$ cat src/inc/itfc_cfg.svh
/*
 Register offsets, field positions, reset values and implemented-bit masks
 for the trap, vector-table and request-flag control block.
 Assumes a 16-bit register port; offsets are word indices on that port.
*/
`ifndef ITFC_CFG_SVH
`define ITFC_CFG_SVH

`define ITFC_ADDR_W            3
`define ITFC_OFF_TRAP_CTRL     3'h0
`define ITFC_OFF_VEC_EDGE      3'h1
`define ITFC_OFF_FLAGS_FIRST   3'h2
`define ITFC_OFF_FLAGS_SECOND  3'h3
`define ITFC_OFF_FLAGS_FOURTH  3'h4
`define ITFC_OFF_FLAGS_FIFTH   3'h5
`define ITFC_OFF_CPU_PRIO      3'h6

`define ITFC_RESET_VALUE       16'h0000

`define ITFC_TRAP_NEST_BIT     15
`define ITFC_TRAP_OVA_BIT      14
`define ITFC_TRAP_OVB_BIT      13
`define ITFC_TRAP_COVA_BIT     12
`define ITFC_TRAP_COVB_BIT     11
`define ITFC_TRAP_ACC_A_OVERFLOW_TRAP_ENABLE_BIT    10
`define ITFC_TRAP_ACC_B_OVERFLOW_TRAP_ENABLE_BIT    9
`define ITFC_TRAP_CATASTROPHIC_TRAP_ENABLE_BIT    8
`define ITFC_TRAP_SHIFT_BIT    7
`define ITFC_TRAP_ARITH_BIT    6
`define ITFC_TRAP_MATH_BIT     4
`define ITFC_TRAP_ADDR_BIT     3
`define ITFC_TRAP_STACK_BIT    2
`define ITFC_TRAP_OSC_BIT      1

`define ITFC_VEC_ALT_BIT       15
`define ITFC_VEC_TIMED_DISABLE_ACTIVE_BIT      14

`define ITFC_MASK_TRAP         16'hFFDE
`define ITFC_MASK_VEC_WR       16'h8007
`define ITFC_MASK_FIRST        16'h3FEF
`define ITFC_MASK_SECOND       16'h201F
`define ITFC_MASK_FOURTH       16'h0200
`define ITFC_MASK_FIFTH        16'h0002

`endif

$ cat src/inc/itfc_pkg.sv
/*
 Types shared by the trap and request-flag control block.
 Assumes itfc_cfg.svh supplies the numeric constants.
*/
package itfc_pkg;

    typedef logic [15:0] itfc_word_t;

    // Request sources into the first, second, fourth and fifth flag registers
    typedef struct packed {
        logic conversion_done;
        logic serial_transmit;
        logic serial_receive;
        logic spi_event;
        logic spi_fault;
        logic timer_third;
        logic timer_second;
        logic compare_ch2;
        logic capture_ch2;
        logic timer_first;
        logic compare_ch1;
        logic capture_ch1;
        logic change_notify;
        logic comparator_one;
        logic i2c_master_event;
        logic i2c_slave_event;
        logic pwm_special_match;
        logic serial_error;
    } itfc_periph_req_s;

    // Trap causes reported by the core, one-cycle pulses
    typedef struct packed {
        logic acc_a_overflow;
        logic acc_b_overflow;
        logic acc_a_catastrophic;
        logic acc_b_catastrophic;
        logic shift_error;
        logic arith_error;
        logic math_trap;
        logic address_trap;
        logic stack_trap;
        logic oscillator_fail;
    } itfc_trap_evt_s;

endpackage

$ cat src/verilog/itfc_ctrl.sv
/*
 Global trap control, vector-table/edge control and request-flag registers
 of an interrupt controller, with a 16-bit register port.
 Assumes peripheral requests and trap events are synchronous one-cycle pulses
 on clk, and the external pins are asynchronous.
*/
`timescale 1ns/1ps
`default_nettype none
`include "itfc_cfg.svh"

module itfc_ctrl
    import itfc_pkg::*;
(
    input  wire  logic                     clk,
    input  wire  logic                     reset,
    input  wire  logic                     clk_en,
    input  wire  logic [`ITFC_ADDR_W-1:0]  reg_addr,
    input  wire  logic [15:0]              reg_wdata,
    input  wire  logic                     reg_wr,
    input  wire  logic                     reg_rd,
    output var   logic [15:0]              reg_rdata,
    input  wire  itfc_periph_req_s         periph_req,
    input  wire  itfc_trap_evt_s           trap_evt,
    input  wire  logic                     timed_disable_in,
    input  wire  logic [2:0]               ext_pin,
    output var   logic                     alternate_table_select,
    output var   logic                     nesting_disable,
    output var   logic [2:0]               cpu_priority_level,
    output var   logic                     acc_a_overflow_trap_enable,
    output var   logic                     acc_b_overflow_trap_enable,
    output var   logic                     catastrophic_trap_enable,
    output var   logic                     request_pending
);

    // Set-wins-over-clear update used by every hardware-set register
    function automatic itfc_word_t merge_reg(input itfc_word_t cur, input itfc_word_t wdat,
                                             input logic wr, input itfc_word_t wmask,
                                             input itfc_word_t setv, input itfc_word_t impl);
        itfc_word_t r;
        r = wr ? ((cur & ~wmask) | (wdat & wmask)) : cur;
        merge_reg = (r | setv) & impl;
    endfunction

    itfc_word_t  trap_q,   trap_d;
    itfc_word_t  vec_q,    vec_d;
    itfc_word_t  first_q,  first_d;
    itfc_word_t  second_q, second_d;
    itfc_word_t  fourth_q, fourth_d;
    itfc_word_t  fifth_q,  fifth_d;
    logic [2:0]  prio_q;
    logic [2:0]  prio_d;
    logic [2:0]  pin_meta_q;
    logic [2:0]  pin_sync_q;
    logic [2:0]  pin_prev_q;
    logic        timed_disable_active_meta_q;
    logic        timed_disable_active_sync_q;
    logic [15:0] rdata_q;
    logic        pend_q;

    wire        wr_trap   = reg_wr && (reg_addr == `ITFC_OFF_TRAP_CTRL);
    wire        wr_vec    = reg_wr && (reg_addr == `ITFC_OFF_VEC_EDGE);
    wire        wr_first  = reg_wr && (reg_addr == `ITFC_OFF_FLAGS_FIRST);
    wire        wr_second = reg_wr && (reg_addr == `ITFC_OFF_FLAGS_SECOND);
    wire        wr_fourth = reg_wr && (reg_addr == `ITFC_OFF_FLAGS_FOURTH);
    wire        wr_fifth  = reg_wr && (reg_addr == `ITFC_OFF_FLAGS_FIFTH);
    wire        wr_prio   = reg_wr && (reg_addr == `ITFC_OFF_CPU_PRIO);

    // Edge detect on synchronised pins, polarity picks the edge
    wire [2:0]  pol      = vec_q[2:0];
    wire [2:0]  rise     = pin_sync_q & ~pin_prev_q;
    wire [2:0]  fall     = ~pin_sync_q & pin_prev_q;
    wire [2:0]  pin_evt  = (pol & fall) | (~pol & rise);

    // Overflow traps only flag when their enables allow them
    wire        ova_set  = trap_evt.acc_a_overflow && trap_q[`ITFC_TRAP_ACC_A_OVERFLOW_TRAP_ENABLE_BIT];
    wire        ovb_set  = trap_evt.acc_b_overflow && trap_q[`ITFC_TRAP_ACC_B_OVERFLOW_TRAP_ENABLE_BIT];
    wire        cova_set = trap_evt.acc_a_catastrophic && trap_q[`ITFC_TRAP_CATASTROPHIC_TRAP_ENABLE_BIT];
    wire        covb_set = trap_evt.acc_b_catastrophic && trap_q[`ITFC_TRAP_CATASTROPHIC_TRAP_ENABLE_BIT];

    wire itfc_word_t trap_set = {1'b0, ova_set, ovb_set, cova_set, covb_set, 3'b000,
                                 trap_evt.shift_error, trap_evt.arith_error, 1'b0,
                                 trap_evt.math_trap, trap_evt.address_trap,
                                 trap_evt.stack_trap, trap_evt.oscillator_fail, 1'b0};

    wire itfc_word_t first_set = {2'b00, periph_req.conversion_done, periph_req.serial_transmit,
                                  periph_req.serial_receive, periph_req.spi_event,
                                  periph_req.spi_fault, periph_req.timer_third,
                                  periph_req.timer_second, periph_req.compare_ch2,
                                  periph_req.capture_ch2, 1'b0, periph_req.timer_first,
                                  periph_req.compare_ch1, periph_req.capture_ch1,
                                  pin_evt[0]};

    wire itfc_word_t second_set = {2'b00, pin_evt[2], 8'h00, pin_evt[1],
                                   periph_req.change_notify, periph_req.comparator_one,
                                   periph_req.i2c_master_event, periph_req.i2c_slave_event};

    wire itfc_word_t fourth_set = {6'h00, periph_req.pwm_special_match, 9'h000};
    wire itfc_word_t fifth_set  = {14'h0000, periph_req.serial_error, 1'b0};

    wire itfc_word_t vec_read   = (vec_q & `ITFC_MASK_VEC_WR)
                                  | (16'(timed_disable_active_sync_q) << `ITFC_VEC_TIMED_DISABLE_ACTIVE_BIT);

    assign trap_d   = merge_reg(trap_q, reg_wdata, wr_trap, 16'hFFFF, trap_set, `ITFC_MASK_TRAP);
    assign vec_d    = merge_reg(vec_q, reg_wdata, wr_vec, 16'hFFFF, 16'h0000, `ITFC_MASK_VEC_WR);
    assign first_d  = merge_reg(first_q, reg_wdata, wr_first, 16'hFFFF, first_set, `ITFC_MASK_FIRST);
    assign second_d = merge_reg(second_q, reg_wdata, wr_second, 16'hFFFF, second_set, `ITFC_MASK_SECOND);
    assign fourth_d = merge_reg(fourth_q, reg_wdata, wr_fourth, 16'hFFFF, fourth_set, `ITFC_MASK_FOURTH);
    assign fifth_d  = merge_reg(fifth_q, reg_wdata, wr_fifth, 16'hFFFF, fifth_set, `ITFC_MASK_FIFTH);
    assign prio_d   = (wr_prio && !trap_q[`ITFC_TRAP_NEST_BIT]) ? reg_wdata[2:0] : prio_q;

    wire [15:0] rd_mux = (reg_addr == `ITFC_OFF_TRAP_CTRL)    ? trap_q   :
                         (reg_addr == `ITFC_OFF_VEC_EDGE)     ? vec_read :
                         (reg_addr == `ITFC_OFF_FLAGS_FIRST)  ? first_q  :
                         (reg_addr == `ITFC_OFF_FLAGS_SECOND) ? second_q :
                         (reg_addr == `ITFC_OFF_FLAGS_FOURTH) ? fourth_q :
                         (reg_addr == `ITFC_OFF_FLAGS_FIFTH)  ? fifth_q  :
                         (reg_addr == `ITFC_OFF_CPU_PRIO)     ? {13'h0, prio_q} :
                         16'h0000;

    wire        pend_d = |{first_d, second_d, fourth_d, fifth_d};

    // Pins and the disable-status level arrive from outside this clock
    always_ff @(posedge clk) begin
        if (reset) begin
            pin_meta_q  <= 3'h0;
            pin_sync_q  <= 3'h0;
            pin_prev_q  <= 3'h0;
            timed_disable_active_meta_q <= 1'b0;
            timed_disable_active_sync_q <= 1'b0;
        end else if (clk_en) begin
            pin_meta_q  <= ext_pin;
            pin_sync_q  <= pin_meta_q;
            pin_prev_q  <= pin_sync_q;
            timed_disable_active_meta_q <= timed_disable_in;
            timed_disable_active_sync_q <= timed_disable_active_meta_q;
        end
    end

    always_ff @(posedge clk) begin
        if (reset) begin
            trap_q   <= `ITFC_RESET_VALUE;
            vec_q    <= `ITFC_RESET_VALUE;
            first_q  <= `ITFC_RESET_VALUE;
            second_q <= `ITFC_RESET_VALUE;
            fourth_q <= `ITFC_RESET_VALUE;
            fifth_q  <= `ITFC_RESET_VALUE;
            prio_q   <= 3'h0;
        end else if (clk_en) begin
            trap_q   <= trap_d;
            vec_q    <= vec_d;
            first_q  <= first_d;
            second_q <= second_d;
            fourth_q <= fourth_d;
            fifth_q  <= fifth_d;
            prio_q   <= prio_d;
        end
    end

    // Read data stands only in the cycle after the strobe
    always_ff @(posedge clk) begin
        if (reset) begin
            rdata_q <= 16'h0000;
            pend_q  <= 1'b0;
        end else if (clk_en) begin
            rdata_q <= reg_rd ? rd_mux : 16'h0000;
            pend_q  <= pend_d;
        end
    end

    // Control outputs are copies of register bits, so they come from flops
    assign reg_rdata                  = rdata_q;
    assign alternate_table_select     = vec_q[`ITFC_VEC_ALT_BIT];
    assign nesting_disable            = trap_q[`ITFC_TRAP_NEST_BIT];
    assign cpu_priority_level         = prio_q;
    assign acc_a_overflow_trap_enable = trap_q[`ITFC_TRAP_ACC_A_OVERFLOW_TRAP_ENABLE_BIT];
    assign acc_b_overflow_trap_enable = trap_q[`ITFC_TRAP_ACC_B_OVERFLOW_TRAP_ENABLE_BIT];
    assign catastrophic_trap_enable   = trap_q[`ITFC_TRAP_CATASTROPHIC_TRAP_ENABLE_BIT];
    assign request_pending            = pend_q;

    sticky_first_a: assert property (@(posedge clk) disable iff (reset)
        (clk_en && first_q[3] && !(wr_first && !reg_wdata[3])) |=> first_q[3])
        else $error("first flag dropped without software clear");

    set_wins_a: assert property (@(posedge clk) disable iff (reset)
        (clk_en && periph_req.timer_first && wr_first && !reg_wdata[3]) |=> first_q[3])
        else $error("hardware set lost to same-cycle clear");

    prio_lock_a: assert property (@(posedge clk) disable iff (reset)
        (clk_en && trap_q[15] && wr_prio) |=> $stable(prio_q))
        else $error("priority level changed while nesting disabled");

    unimpl_zero_a: assert property (@(posedge clk) disable iff (reset)
        ((trap_q & ~16'hFFDE) == 16'h0000) && ((second_q & 16'hDFE0) == 16'h0000)
        && ((fourth_q & 16'hFDFF) == 16'h0000) && ((fifth_q & 16'hFFFD) == 16'h0000))
        else $error("unimplemented bit set");

    ova_gate_a: assert property (@(posedge clk) disable iff (reset)
        (clk_en && trap_evt.acc_a_overflow && trap_q[10]) |=> trap_q[14])
        else $error("accumulator A overflow not flagged");

    cov_gate_a: assert property (@(posedge clk) disable iff (reset)
        (clk_en && !trap_q[8] && !trap_q[12] && !wr_trap) |=> !trap_q[12])
        else $error("catastrophic flag set while disabled");

    pin_edge_a: assert property (@(posedge clk) disable iff (reset)
        (clk_en && !vec_q[0] && !pin_prev_q[0] && pin_sync_q[0]) |=> first_q[0])
        else $error("rising edge on pin 0 not flagged");

    stack_flag_a: assert property (@(posedge clk) disable iff (reset)
        (clk_en && trap_evt.stack_trap) |=> trap_q[2])
        else $error("stack trap not flagged");

    read_data_a: assert property (@(posedge clk) disable iff (reset)
        (clk_en && reg_rd && reg_addr == 3'h2) |=> (reg_rdata == $past(first_q)))
        else $error("read data mismatch");

    // Per-rule checks on the trap, flag and control paths
    ovb_gate_a: assert property (@(posedge clk) disable iff (reset)
        (clk_en && trap_evt.acc_b_overflow && trap_q[9]) |=> trap_q[13])
        else $error("accumulator B overflow not flagged");

    ova_block_a: assert property (@(posedge clk) disable iff (reset)
        (clk_en && !trap_q[10] && !trap_q[14] && !wr_trap) |=> !trap_q[14])
        else $error("accumulator A overflow flagged while disabled");

    ovb_block_a: assert property (@(posedge clk) disable iff (reset)
        (clk_en && !trap_q[9] && !trap_q[13] && !wr_trap) |=> !trap_q[13])
        else $error("accumulator B overflow flagged while disabled");

    covb_block_a: assert property (@(posedge clk) disable iff (reset)
        (clk_en && !trap_q[8] && !trap_q[11] && !wr_trap) |=> !trap_q[11])
        else $error("catastrophic B flag set while disabled");

    cova_gate_a: assert property (@(posedge clk) disable iff (reset)
        (clk_en && trap_evt.acc_a_catastrophic && trap_q[8]) |=> trap_q[12])
        else $error("catastrophic A overflow not flagged");

    covb_gate_a: assert property (@(posedge clk) disable iff (reset)
        (clk_en && trap_evt.acc_b_catastrophic && trap_q[8]) |=> trap_q[11])
        else $error("catastrophic B overflow not flagged");

    cova_own_a: assert property (@(posedge clk) disable iff (reset)
        (clk_en && trap_evt.acc_b_catastrophic && !trap_evt.acc_a_catastrophic
         && !trap_q[12] && !wr_trap) |=> !trap_q[12])
        else $error("catastrophic A flag set by accumulator B");

    shift_flag_a: assert property (@(posedge clk) disable iff (reset)
        (clk_en && trap_evt.shift_error) |=> trap_q[7])
        else $error("shift error not recorded");

    arith_flag_a: assert property (@(posedge clk) disable iff (reset)
        (clk_en && trap_evt.arith_error) |=> trap_q[6])
        else $error("arithmetic error not recorded");

    osc_flag_a: assert property (@(posedge clk) disable iff (reset)
        (clk_en && trap_evt.oscillator_fail) |=> trap_q[1])
        else $error("oscillator failure not flagged");

    stack_quiet_a: assert property (@(posedge clk) disable iff (reset)
        (clk_en && !trap_evt.stack_trap && !trap_q[2] && !wr_trap) |=> !trap_q[2])
        else $error("stack flag set without a trap");

    osc_quiet_a: assert property (@(posedge clk) disable iff (reset)
        (clk_en && !trap_evt.oscillator_fail && !trap_q[1] && !wr_trap) |=> !trap_q[1])
        else $error("oscillator flag set without a trap");

    unimpl_first_a: assert property (@(posedge clk) disable iff (reset)
        ((first_q & 16'hC010) == 16'h0000) && ((vec_q & 16'h7FF8) == 16'h0000))
        else $error("unimplemented flag or control bit set");

    unmapped_read_a: assert property (@(posedge clk) disable iff (reset)
        (clk_en && reg_rd && reg_addr == 3'h7) |=> (reg_rdata == 16'h0000))
        else $error("unmapped index read nonzero");

    alt_select_a: assert property (@(posedge clk) disable iff (reset)
        (clk_en && wr_vec && reg_wdata[15]) |=> alternate_table_select)
        else $error("alternate table not selected");

    alt_clear_a: assert property (@(posedge clk) disable iff (reset)
        (clk_en && wr_vec && !reg_wdata[15]) |=> !alternate_table_select)
        else $error("default table not selected");

    timed_disable_active_read_a: assert property (@(posedge clk) disable iff (reset)
        (clk_en && reg_rd && reg_addr == 3'h1) |=> (reg_rdata[14] == $past(timed_disable_active_sync_q)))
        else $error("timed disable status read wrong");

    pin_fall_a: assert property (@(posedge clk) disable iff (reset)
        (clk_en && vec_q[0] && pin_prev_q[0] && !pin_sync_q[0]) |=> first_q[0])
        else $error("falling edge on pin 0 not flagged");

    pin1_edge_a: assert property (@(posedge clk) disable iff (reset)
        (clk_en && pin_evt[1]) |=> second_q[4])
        else $error("pin 1 edge not flagged");

    pin2_edge_a: assert property (@(posedge clk) disable iff (reset)
        (clk_en && pin_evt[2]) |=> second_q[13])
        else $error("pin 2 edge not flagged");

    conv_flag_a: assert property (@(posedge clk) disable iff (reset)
        (clk_en && periph_req.conversion_done) |=> first_q[13])
        else $error("conversion flag not set");

    timer3_flag_a: assert property (@(posedge clk) disable iff (reset)
        (clk_en && periph_req.timer_third) |=> first_q[8])
        else $error("third timer flag not set");

    capture2_flag_a: assert property (@(posedge clk) disable iff (reset)
        (clk_en && periph_req.capture_ch2) |=> first_q[5])
        else $error("capture 2 flag not set");

    notify_flag_a: assert property (@(posedge clk) disable iff (reset)
        (clk_en && periph_req.change_notify) |=> second_q[3])
        else $error("change notify flag not set");

    pwm_match_a: assert property (@(posedge clk) disable iff (reset)
        (clk_en && periph_req.pwm_special_match) |=> fourth_q[9])
        else $error("pwm match flag not set");

    serial_err_a: assert property (@(posedge clk) disable iff (reset)
        (clk_en && periph_req.serial_error) |=> fifth_q[1])
        else $error("serial error flag not set");

    sticky_second_a: assert property (@(posedge clk) disable iff (reset)
        (clk_en && second_q[3] && !wr_second) |=> second_q[3])
        else $error("second flag dropped without software write");

    fourth_write_a: assert property (@(posedge clk) disable iff (reset)
        (clk_en && wr_fourth && reg_wdata[9]) |=> fourth_q[9])
        else $error("flag not writable");

    nest_bit_a: assert property (@(posedge clk) disable iff (reset)
        (clk_en && wr_trap && reg_wdata[15]) |=> nesting_disable)
        else $error("nesting disable not held");

    prio_write_a: assert property (@(posedge clk) disable iff (reset)
        (clk_en && !trap_q[15] && wr_prio && reg_wdata[2:0] == 3'h5) |=> (prio_q == 3'h5))
        else $error("priority write lost while nesting enabled");

    // Gated cycles must not move any flag, so a request pulse in a gated cycle is lost
    frozen_state_a: assert property (@(posedge clk) disable iff (reset)
        (!clk_en) |=> ($stable(first_q) && $stable(trap_q) && $stable(second_q)))
        else $error("state moved while clock enable low");

    pending_set_a: assert property (@(posedge clk) disable iff (reset)
        (clk_en && first_d[3]) |=> request_pending)
        else $error("pending not raised for a set flag");

endmodule // itfc_ctrl
`default_nettype wire

$ cat config.mk
export PLATFORM = sky130hd
export DESIGN_NAME = itfc_ctrl
export DESIGN_NICKNAME = d
export VERILOG_FILES = /design/src/inc/itfc_pkg.sv /design/src/verilog/itfc_ctrl.sv
export VERILOG_INCLUDE_DIRS = /design/src /design/src/inc
export SDC_FILE = /design/constraint.sdc
export NUM_CORES = 1
export LEC_CHECK = 0
export BUFFER_PORTS_ARGS = -buffer_cell sky130_fd_sc_hd__buf_2
export CAP_MARGIN = 20
export CORE_UTILIZATION = 58
export CTS_CLUSTER_SIZE = 8
export DETAILED_ROUTE_END_ITERATION = 7
export PLACE_DENSITY_LB_ADDON = 0.12
export SLEW_MARGIN = 20
export SYNTH_ARGS = -nofsm -noshare
export SYNTH_HDL_FRONTEND = slang
export SYNTH_SLANG_ARGS = --single-unit
$ cat constraint.sdc
create_clock -name clk -period 3.65 [get_ports clk]
set_input_delay 0.365 -clock clk [delete_from_list [all_inputs] [get_ports clk]]
set_output_delay 0.365 -clock clk [all_outputs]
set_load 0.01 [all_outputs]
==> summary.txt, run 1 <==
Flop-to-flop setup slack: 2.07 ns
TritonCTS clock tree: built
Worst vdd ir: 312 uV
Die area: 6140 um2
Routed length on met2: 4.43 mm
Post-Syn Nets: 474
EDFF count, synth: 0
DRC: 0
Fmax: 578 MHz
Switching share of power: 26.1%
Total Routing Usage GR: 33.7%
Vias in the first global route: 3160
Reg power frac: 50.3%
Yosys top cell area share: 41.4%
Yosys Warn Count: 0
Worst Setup Start Kind: primary input
Hold buffers post-CTS: 0
Min-delay src: ext_pin[2]
RD Place Congestion: 0.942
Crit path kind: primary input to flip-flop
Outcome: finished clean
Clock Root Buffer: clkbuf_8
Filler instances: 469
Pin count of the biggest net entering global routing: 78
RR Endpoint: request_pending
Crit path DAT: 1.93 ns
DR vias: 3382
Vias per cell: 6.03
Gates resized, CTS repair: 0
Synth Register Bits: 70
Layout cells sized above 1: 23.1%
Fin. max-slew vios: 0
Remaining Overflow, GRT: 0
Dpl ws: 1.56 ns
WP data required: 3.85 ns
Nature of the critical path endpoint: flip-flop
Antenna Diode Count: 0
Area grow syn2layout: 17.6%
Min-Delay Path Depth: 3
Max Used Layer: met4
Area post-placement: 3790 um2
Hold Fails Final Rpt: 0
Final wirelength: 9.56 mm
Core region area: 5570 um2
Reg2Reg Depth: 5
Power per cell area: 409 nW/um2
Combinational share of power: 12.3%
Final WS setup: 1.92 ns
Die Y: 78.4 um
Clock sinks: 70
Clock transition at path regs: 0.07 ns
HP Class: primary input to flip-flop
Ranking of synthesized cells by area: dfxtp_1 41%, mux2i_1 6.2%, nor2_1 5.9%
Final Setup Violations: 0
Bufs on Longest Clock Path: 2
Syn Inst Count: 418
CTS Buf Count: 9
Top-count cell post-synth: dfxtp_1
Register area share after synthesis: 41.4%
Rows: 27
Synth area leader: dfxtp_1
Tot Pwr: 1.63 mW
Post-synth cell types: 40
Reg-to-Reg Start: pin_sync_q[1]
Initial antenna violation count: 0
Final Cell Area: 3980 um2
Ys flop type: dfxtp_1
H-tree levels: 3
Slew @ Worst Pin: 0.750 ns
Routed length per instance: 17.0 um
Port bufs: 80
End of the worst hold path: pin_meta_q[2]
Initial drt markers: 353
Reported max-cap violation count: 0
# Post-CTS Setup Buffers: 0
Clock power share: 37.4%
Leak: 1.68 nW
Starting Density: 60.7%
Die Wd: 78.4 um
CP Max Fanout: 77
Clk_lat worst skew: 0.35 ns
Fraction of registers with async set or reset after synthesis: 0%
Syn avg cell area: 8.09 um2
Mapped Area: 3380 um2
Routed metal-1 wire length: 4.12 mm
Routed Antenna Nets: 0
Net Switching: 0.425 mW
Fin nets: 541
Setup tns final: 0 ns
Met3 WL post-DR: 733 um
RSZ-0062 raised after global routing: no
Worst Skew: 0.00419 ns
Total I/O pin count: 81
Fin crit period: 1.73 ns
Worst slew margin: 50.0%
DP Wirelength: 6.74 mm
Internal power: 1.20 mW
Final period util: 47.4%
Final core occ: 71.4%
First-pass GRT wire length: 15.6 mm
Post-synth top cells: 70 x dfxtp_1, 53 x nor2_1, 48 x nand2_1
First-pass iteration count of the detailed router: 5
-- cell families after synthesis --
group,count (synthesis),synth area share (%)
buf+inv,48,5.77
flops,70,41.4
compound gates,93,17.5
simple gates,176,25.7
mux,31,9.54
-- area by class of cell --
class	count	area [um2]	share of cell area, %
clock buffers	11	141	3.55
clock inverters	4	47.5	1.20
inverters	20	75.1	1.89
multi-input cells	300	1790	45.0
flip-flops and latches	70	1400	35.2
well taps	72	90.1	2.26
repair buffers	84	430	10.8
-- cells in the final DEF, fill, tap and decap left out, types with 10 or more instances in the layout --
master    instances
nor2_1           53
a21oi_1          30
nor2b_1          12
clkbuf_8         10
nand3_1          12
o21ai_0          22
nand2b_1         13
inv_1            20
nand2_1          48
a31oi_1          11
a221oi_1         18
dfxtp_1          70
buf_2            80
mux2i_1          21
mux2_2           10
-- flip-flops by register name, summed over array words and instances (netlist names), 3 cells and up --
register            count
cpu_priority_level      3
pin_sync_q              3
pin_meta_q              3
trap_q                 14
pin_prev_q              3
second_q                6
first_q                13
vec_q                   4
reg_rdata              16
-- how the worst max path moves through the flow --
stage / startpoint / to / slack, ns / cells after the start
floorplan: periph_req[12] / request_pending / 2.00 / 5
global placement: clk_en / request_pending / 1.64 / 7
detailed placement: clk_en / request_pending / 1.56 / 7
CTS: clk_en / request_pending / 1.93 / 7
global route: reg_addr[1] / request_pending / 1.76 / 6
finish: clk_en / request_pending / 1.92 / 7
-- per-layer routing --
| layer | vias to the layer above | GRT usage [%] |
|---|---|---|
| li1 | 1615 | - |
| met1 | 1573 | 42.9 |
| met2 | 167 | 54.4 |
| met3 | 27 | 7.09 |
| met4 | 0 | 15.7 |
| met5 | - | 0 |
-- per-stage QoR --
stage | hold WS (ns) | instances
5_1_grt | 0.248 | 561
2_1_floorplan | 0.453 | 418
3_5_place_dp | 0.459 | 546
4_1_cts | 0.251 | 561
6_report | 0.256 | 561
3_3_place_gp | 0.452 | 546
-- critical path, cell delays in order --
cell       delay, ns
buf_2           0.09
buf_4           0.60
nand2b_1        0.15
nor4_1          0.21
nand4_1         0.14
a2111oi_2       0.24
a211oi_1        0.11
-- power by group through the flow --
stage / logic [mW] / clock network [mW] / registers, mW
after floorplan: 0.119 / 0 / 0.828
after global placement: 0.192 / 0 / 0.835
after detailed placement: 0.195 / 0 / 0.835
after CTS: 0.196 / 0.615 / 0.818
after global routing: 0.220 / 0.650 / 0.821
final: 0.200 / 0.609 / 0.819
Power figures use the tool's default switching activity.
==> run 2, diff against run 1 <==
CORE_UTILIZATION = 53   (was 58)
clock period = 1.6 ns   (was 3.65 ns; I/O delays follow)
==> run 2 against run 1 <==
- combinational power increased to 2.6 times the previous value
- register-to-register slack worse by 1.9 ns
- die area increased by 9.2%
- critical path depth shrank 3
- non-clock buffer count grew 31
- setup slack lost 1.8 ns
- cell area grew 7.7%
- utilization fell by 0.24 points
- global-route usage fell by 1.2 points
- clock power rose to 2.7 times the previous value
- via count rose by 3.3%
- wire length up 8.2%
- largest power group unchanged
==> summary.txt, run 2 (synthesis results as in run 1) <==
Starting Density: 56.1% (-4.5 points)
Die Y: 81.9 um (+4.5%)
Slew @ Worst Pin: 0.508 ns (-0.242 ns)
Hold_ws: 0.0471 ns (-0.209 ns)
RD Place Congestion: 0.928 (-1.5%)
Min-delay src: ext_pin[1]
Final period util: 89.5%
WP data required: 1.82 ns (-2.03 ns)
Clock transition at path regs: 0.08 ns (about the same)
Placed insts: 580 (+6.2%)
# Post-CTS Setup Buffers: 0 (unchanged)
Routed length per instance: 17.3 um (+1.8%)
CTS Buf Count: 9 (unchanged)
Remaining Overflow, GRT: 0 (unchanged)
Final Cell Area: 4290 um2 (+7.7%)
Layout cells sized above 1: 28.2% (+5.1 points)
Total I/O pin count: 81 (unchanged)
Commonest cells after routing, fill and taps aside: 80 x buf_2, 70 x dfxtp_1, 53 x nor2_1
End of the worst hold path: pin_meta_q[1]
Power per cell area: 942 nW/um2 (+130%)
Rows: 28 (+3.7%)
Crit path DAT: 1.66 ns (-0.27 ns)
Min-Delay Path Depth: 3 (unchanged)
Max FFs per register: 16 (unchanged)
Core region area: 6030 um2 (+8.1%)
Clock sinks: 70 (unchanged)
Leak: 1.86 nW (+11%)
Dpl ws: -0.0646 ns (-1.62 ns)
Initial antenna violation count: 0 (unchanged)
RR Endpoint: request_pending
Reg2Reg Depth: 4 (-1)
RSZ-0062 raised after global routing: no
Nature of the critical path endpoint: flip-flop
Outcome: finished clean
Flop-to-flop setup slack: 0.17 ns (-1.90 ns)
CP Max Fanout: 3 (-96%)
Die area: 6700 um2 (+9.2%)
H-tree levels: 3 (unchanged)
Setup tns final: 0 ns (unchanged)
Fin nets: 572 (+5.7%)
Fmax: 698 MHz
Reg-to-Reg Start: first_q[0]
Commonest non-fill, non-tap cell in the layout: buf_2
DRC: 0 (unchanged)
Fin crit period: 1.43 ns
First-pass GRT wire length: 16.2 mm (+3.7%)
Vias per cell: 5.86 (-2.8%)
Area grow syn2layout: 26.7%
Port bufs: 80 (unchanged)
TritonCTS clock tree: built
First-pass iteration count of the detailed router: 5 (unchanged)
Final wirelength: 10.3 mm (+8.2%)
Vias in the first global route: 3222 (+2.0%)
Tot Pwr: 4.04 mW (+150%)
Finished Layout Cells: 596 (+6.2%)
Final WS setup: 0.168 ns (-1.75 ns)
DR vias: 3493 (+3.3%)
Final Setup Violations: 0 (unchanged)
Clk_lat worst skew: 0.35 ns (about the same)
Pin count of the biggest net entering global routing: 71 (-9.0%)
Worst vdd ir: 618 uV (+98%)
Initial drt markers: 243 (-31%)
HP Class: primary input to flip-flop
Total Routing Usage GR: 32.5% (-1.2 points)
Worst slew margin: 66.2% (+16 points)
Area post-placement: 4050 um2 (+6.9%)
Bufs on Longest Clock Path: 2 (unchanged)
Hold Fails Final Rpt: 0 (unchanged)
Reported max-cap violation count: 0 (unchanged)
Die Wd: 81.9 um (+4.5%)
Antenna Diode Count: 0 (unchanged)
Worst Setup Start Kind: flip-flop
Crit path kind: flip-flop to flip-flop
Routed Antenna Nets: 0 (unchanged)
Fin. max-slew vios: 0 (unchanged)
Final core occ: 71.1% (-0.24 points)
DP Wirelength: 7.60 mm (+13%)
Clock Root Buffer: clkbuf_8
Worst Skew: 0.0109 ns (+0.00672 ns)
run 2: cell types whose count changed in the layout (fill, tap and decap cells not counted), sizes merged:
cell    before  now
inv         20   21
bufinv       1    2
buf         84  115
clkbuf      11   10
run 2: timing repair:
action                     in CTS  in global routing
setup endpoints to repair       0                  1
resized for setup               0                  1
hold buffers                    0                  0
run 2: cell type report:
type / instances / area [um2]
clock buffers: 10 / 138
clock inverters: 6 / 93.8
fillers: 485 / 1740
inverters: 20 / 75.1
multi-input cells: 300 / 1800
flip-flops and latches: 70 / 1400
well taps: 75 / 93.8
repair buffers: 115 / 688
run 2: where the power goes:
part	switching (mW)	total (mW)	internal, mW
logic	0.287	0.520	0.233
registers	0.0581	1.87	1.81
clock network	0.718	1.65	0.931
run 2: worst max path at each step:
stage	endpoint	depth (start not counted)	start	slack, ns
after floorplan	request_pending	5	periph_req[12]	0.15
after global placement	request_pending	6	periph_req[12]	-0.04
after detailed placement	request_pending	6	periph_req[12]	-0.06
after global routing	request_pending	5	pin_sync_q[0]	0.03
final	request_pending	4	first_q[0]	0.17
after CTS	request_pending	5	pin_sync_q[1]	0.06
run 2: metal layers:
layer | vias to the layer above | routed length (um) | track usage, %
met2 | 180 | 4780 | 52.1
met1 | 1608 | 4450 | 42.8
met3 | 31 | 784 | 5.22
met4 | 0 | 329 | 14.4
met5 | - | 0 | 0
li1 | 1674 | - | -
run 2: worst max-delay path: stages, from the launching register on:
cell and delay [ns]:
dfxtp_1 0.33, nor4_1 0.36, nand3_1 0.19, a2111oi_2 0.32
a211oi_1 0.11
==> run 3, diff against run 2 <==
REMOVE_ABC_BUFFERS = 1   (was unset)
==> run 3 against run 2 <==
- via count shrank 0.97%
- count of clock-buffer cells in the layout grew 2
- clock power fell by 21%
- combinational power decreased by 2%
- power is 9.1% lower
- global-route usage shrank 1.4 points
- critical path depth rose by 1
- hold slack worse by 0.0078 ns
- clock skew is 0.0047 ns lower
- register-to-register slack gained 0.03 ns
- highest routed layer unchanged
==> summary.txt, run 3 (synthesis results as in run 1) <==
Family with the most delay on the worst path: compound AO/OA/AOI/OAI gates
Die Wd: 81.9 um (unchanged)
Net Switching: 0.992 mW (-6.7%)
Area grow syn2layout: 25.0%
Worst vdd ir: 634 uV (+2.6%)
HP Class: primary input to flip-flop
Filler instances: 550 (+13%)
Bufs on Longest Clock Path: 2 (unchanged)
Clock Root Buffer: clkbuf_8
WP data required: 1.84 ns (+0.02 ns)
Worst slew margin: 75.7% (+9.5 points)
Hold Fails Final Rpt: 0 (unchanged)
Leak: 1.84 nW (-1.4%)
Final WS setup: 0.196 ns (+0.0274 ns)
Critical path's largest stage delay: 0.38 ns (+0.02 ns)
Core region area: 6030 um2 (unchanged)
# Post-CTS Setup Buffers: 0 (unchanged)
Fin nets: 574 (+0.35%)
Dpl ws: -0.0689 ns (-0.00430 ns)
TritonCTS clock tree: built
Total I/O pin count: 81 (unchanged)
Crit path kind: flip-flop to flip-flop
Crit path buf inv count: 0 (unchanged)
Critical path depth in cells: 5 (+1)
Final wirelength: 9.78 mm (-5.4%)
Final Cell Area: 4230 um2 (-1.3%)
RSZ-0062 raised after global routing: no
Worst Skew: 0.00617 ns (-0.00475 ns)
Hold buffers post-CTS: 0 (unchanged)
Final core occ: 70.2% (-0.96 points)
RD Place Congestion: 0.845 (-9.0%)
Max FFs per register: 16 (unchanged)
CP Max Fanout: 4 (+1)
Switching share of power: 27.0% (+0.71 points)
Internal power: 2.68 mW (-10%)
Die Y: 81.9 um (unchanged)
Vias in the first global route: 3075 (-4.6%)
Critical path's slowest cell: dfxtp_1
Antenna Diode Count: 0 (unchanged)
Fin crit period: 1.40 ns (-0.0274 ns)
Crit path DAT: 1.64 ns (-0.02 ns)
Final period util: 87.8% (-1.7 points)
Vias per cell: 5.79 (-1.1%)
Commonest cells after routing, fill and taps aside: 80 x buf_2, 70 x dfxtp_1, 53 x nor2_1
DP Wirelength: 7.09 mm (-6.6%)
Clock sinks: 70 (unchanged)
Port bufs: 80 (unchanged)
Combinational share of power: 13.9% (+1.0 points)
Fin. max-slew vios: 0 (unchanged)
Routed length per instance: 16.4 um (-5.6%)
Clock power share: 35.4% (-5.4 points)
H-tree levels: 3 (unchanged)
Tot Pwr: 3.67 mW (-9.1%)
Remaining Overflow, GRT: 0 (unchanged)
Outcome: finished clean
DRC: 0 (unchanged)
Power per cell area: 868 nW/um2 (-7.9%)
First-pass iteration count of the detailed router: 5 (unchanged)
Worst Setup Start Kind: flip-flop
Pin count of the biggest net entering global routing: 71 (unchanged)
Starting Density: 56.1% (unchanged)
Reg2Reg Depth: 5 (+1)
Die area: 6700 um2 (unchanged)
Final Setup Violations: 0 (unchanged)
Storage element area: 1400 um2 (unchanged)
Multi-input gate area: 1790 um2 (-0.21%)
Fmax: 712 MHz (+1.9%)
Reported max-cap violation count: 0 (unchanged)
Slew @ Worst Pin: 0.363 ns (-0.145 ns)
Gates resized, CTS repair: 0 (unchanged)
Crit-path cells: and3b_1 -> a21oi_1 -> nand4_1 -> a2111oi_2 -> a211oi_1
Routed Antenna Nets: 0 (unchanged)
Clock transition at path regs: 0.07 ns (about the same)
Clk_lat worst skew: 0.36 ns (about the same)
Commonest non-fill, non-tap cell in the layout: buf_2
Nature of the critical path endpoint: flip-flop
Reg power frac: 50.7% (+4.4 points)
Total Routing Usage GR: 31.1% (-1.4 points)
Area post-placement: 4050 um2 (about the same)
DR vias: 3459 (-0.97%)
CTS Buf Count: 9 (unchanged)
Layout cells sized above 1: 28.0% (-0.25 points)
Initial antenna violation count: 0 (unchanged)
Initial drt markers: 307 (+26%)
First-pass GRT wire length: 15.3 mm (-5.6%)
Rows: 28 (unchanged)
Min-Delay Path Depth: 3 (unchanged)
==> run 3: path summary, 6_finish.rpt <==
path | from | slack [ns] | to
worst max-delay path | pin_sync_q[0] | 0.20 | request_pending
worst min-delay path | timed_disable_in | 0.04 | timed_disable_active_meta_q
worst max register to register | pin_sync_q[0] | 0.20 | request_pending
worst min register to register | reg_rdata[15] | 0.47 | reg_rdata[15]
==> run 3: layout make-up <==
| cell class | count | area share, % |
|---|---|---|
| Timing Repair Buffer | 117 | 16.3 |
| Sequential cell | 70 | 33.1 |
| Clock inverter | 3 | 0.474 |
| Tap cell | 75 | 2.22 |
| Inverter | 20 | 1.78 |
| Multi-Input combinational cell | 300 | 42.4 |
| Clock buffer | 12 | 3.67 |
==> run 3: metal layers <==
metal | GRT usage, % | share of wire [%] | routed length (um) | up-vias
met5 | 0 | 0 | 0 | -
met4 | 11.8 | 2.8 | 269 | 0
met3 | 7.56 | 7.0 | 688 | 21
met2 | 50.2 | 47 | 4570 | 145
met1 | 39.8 | 43 | 4250 | 1611
li1 | - | - | - | 1682
==> run 3: worst reg2reg max path, stage by stage, from the launching register on <==
cell	delay (ns)
dfxtp_1	0.38
and3b_1	0.20
a21oi_1	0.24
nand4_1	0.15
a2111oi_2	0.22
a211oi_1	0.11
==> run 3: stage by stage <==
| stage | TNS (ns) | std cells | hold WS, ns |
|---|---|---|---|
| 2_1_floorplan | -6.11 | 390 | 0.229 |
| 3_3_place_gp | -0.0589 | 582 | 0.397 |
| 3_5_place_dp | -0.0689 | 582 | 0.405 |
| 4_1_cts | 0 | 597 | 0.0348 |
| 5_1_grt | 0 | 597 | 0.0503 |
| 6_report | 0 | 597 | 0.0393 |
==> run 3: power groups by stage <==
stage,sequential [mW],clock (mW),combinational [mW]
2_1_floorplan,1.89,0,0.205
3_3_place_gp,1.90,0,0.493
3_5_place_dp,1.90,0,0.502
4_1_cts,1.86,1.32,0.506
5_1_grt,1.87,1.38,0.562
6_report,1.86,1.30,0.511
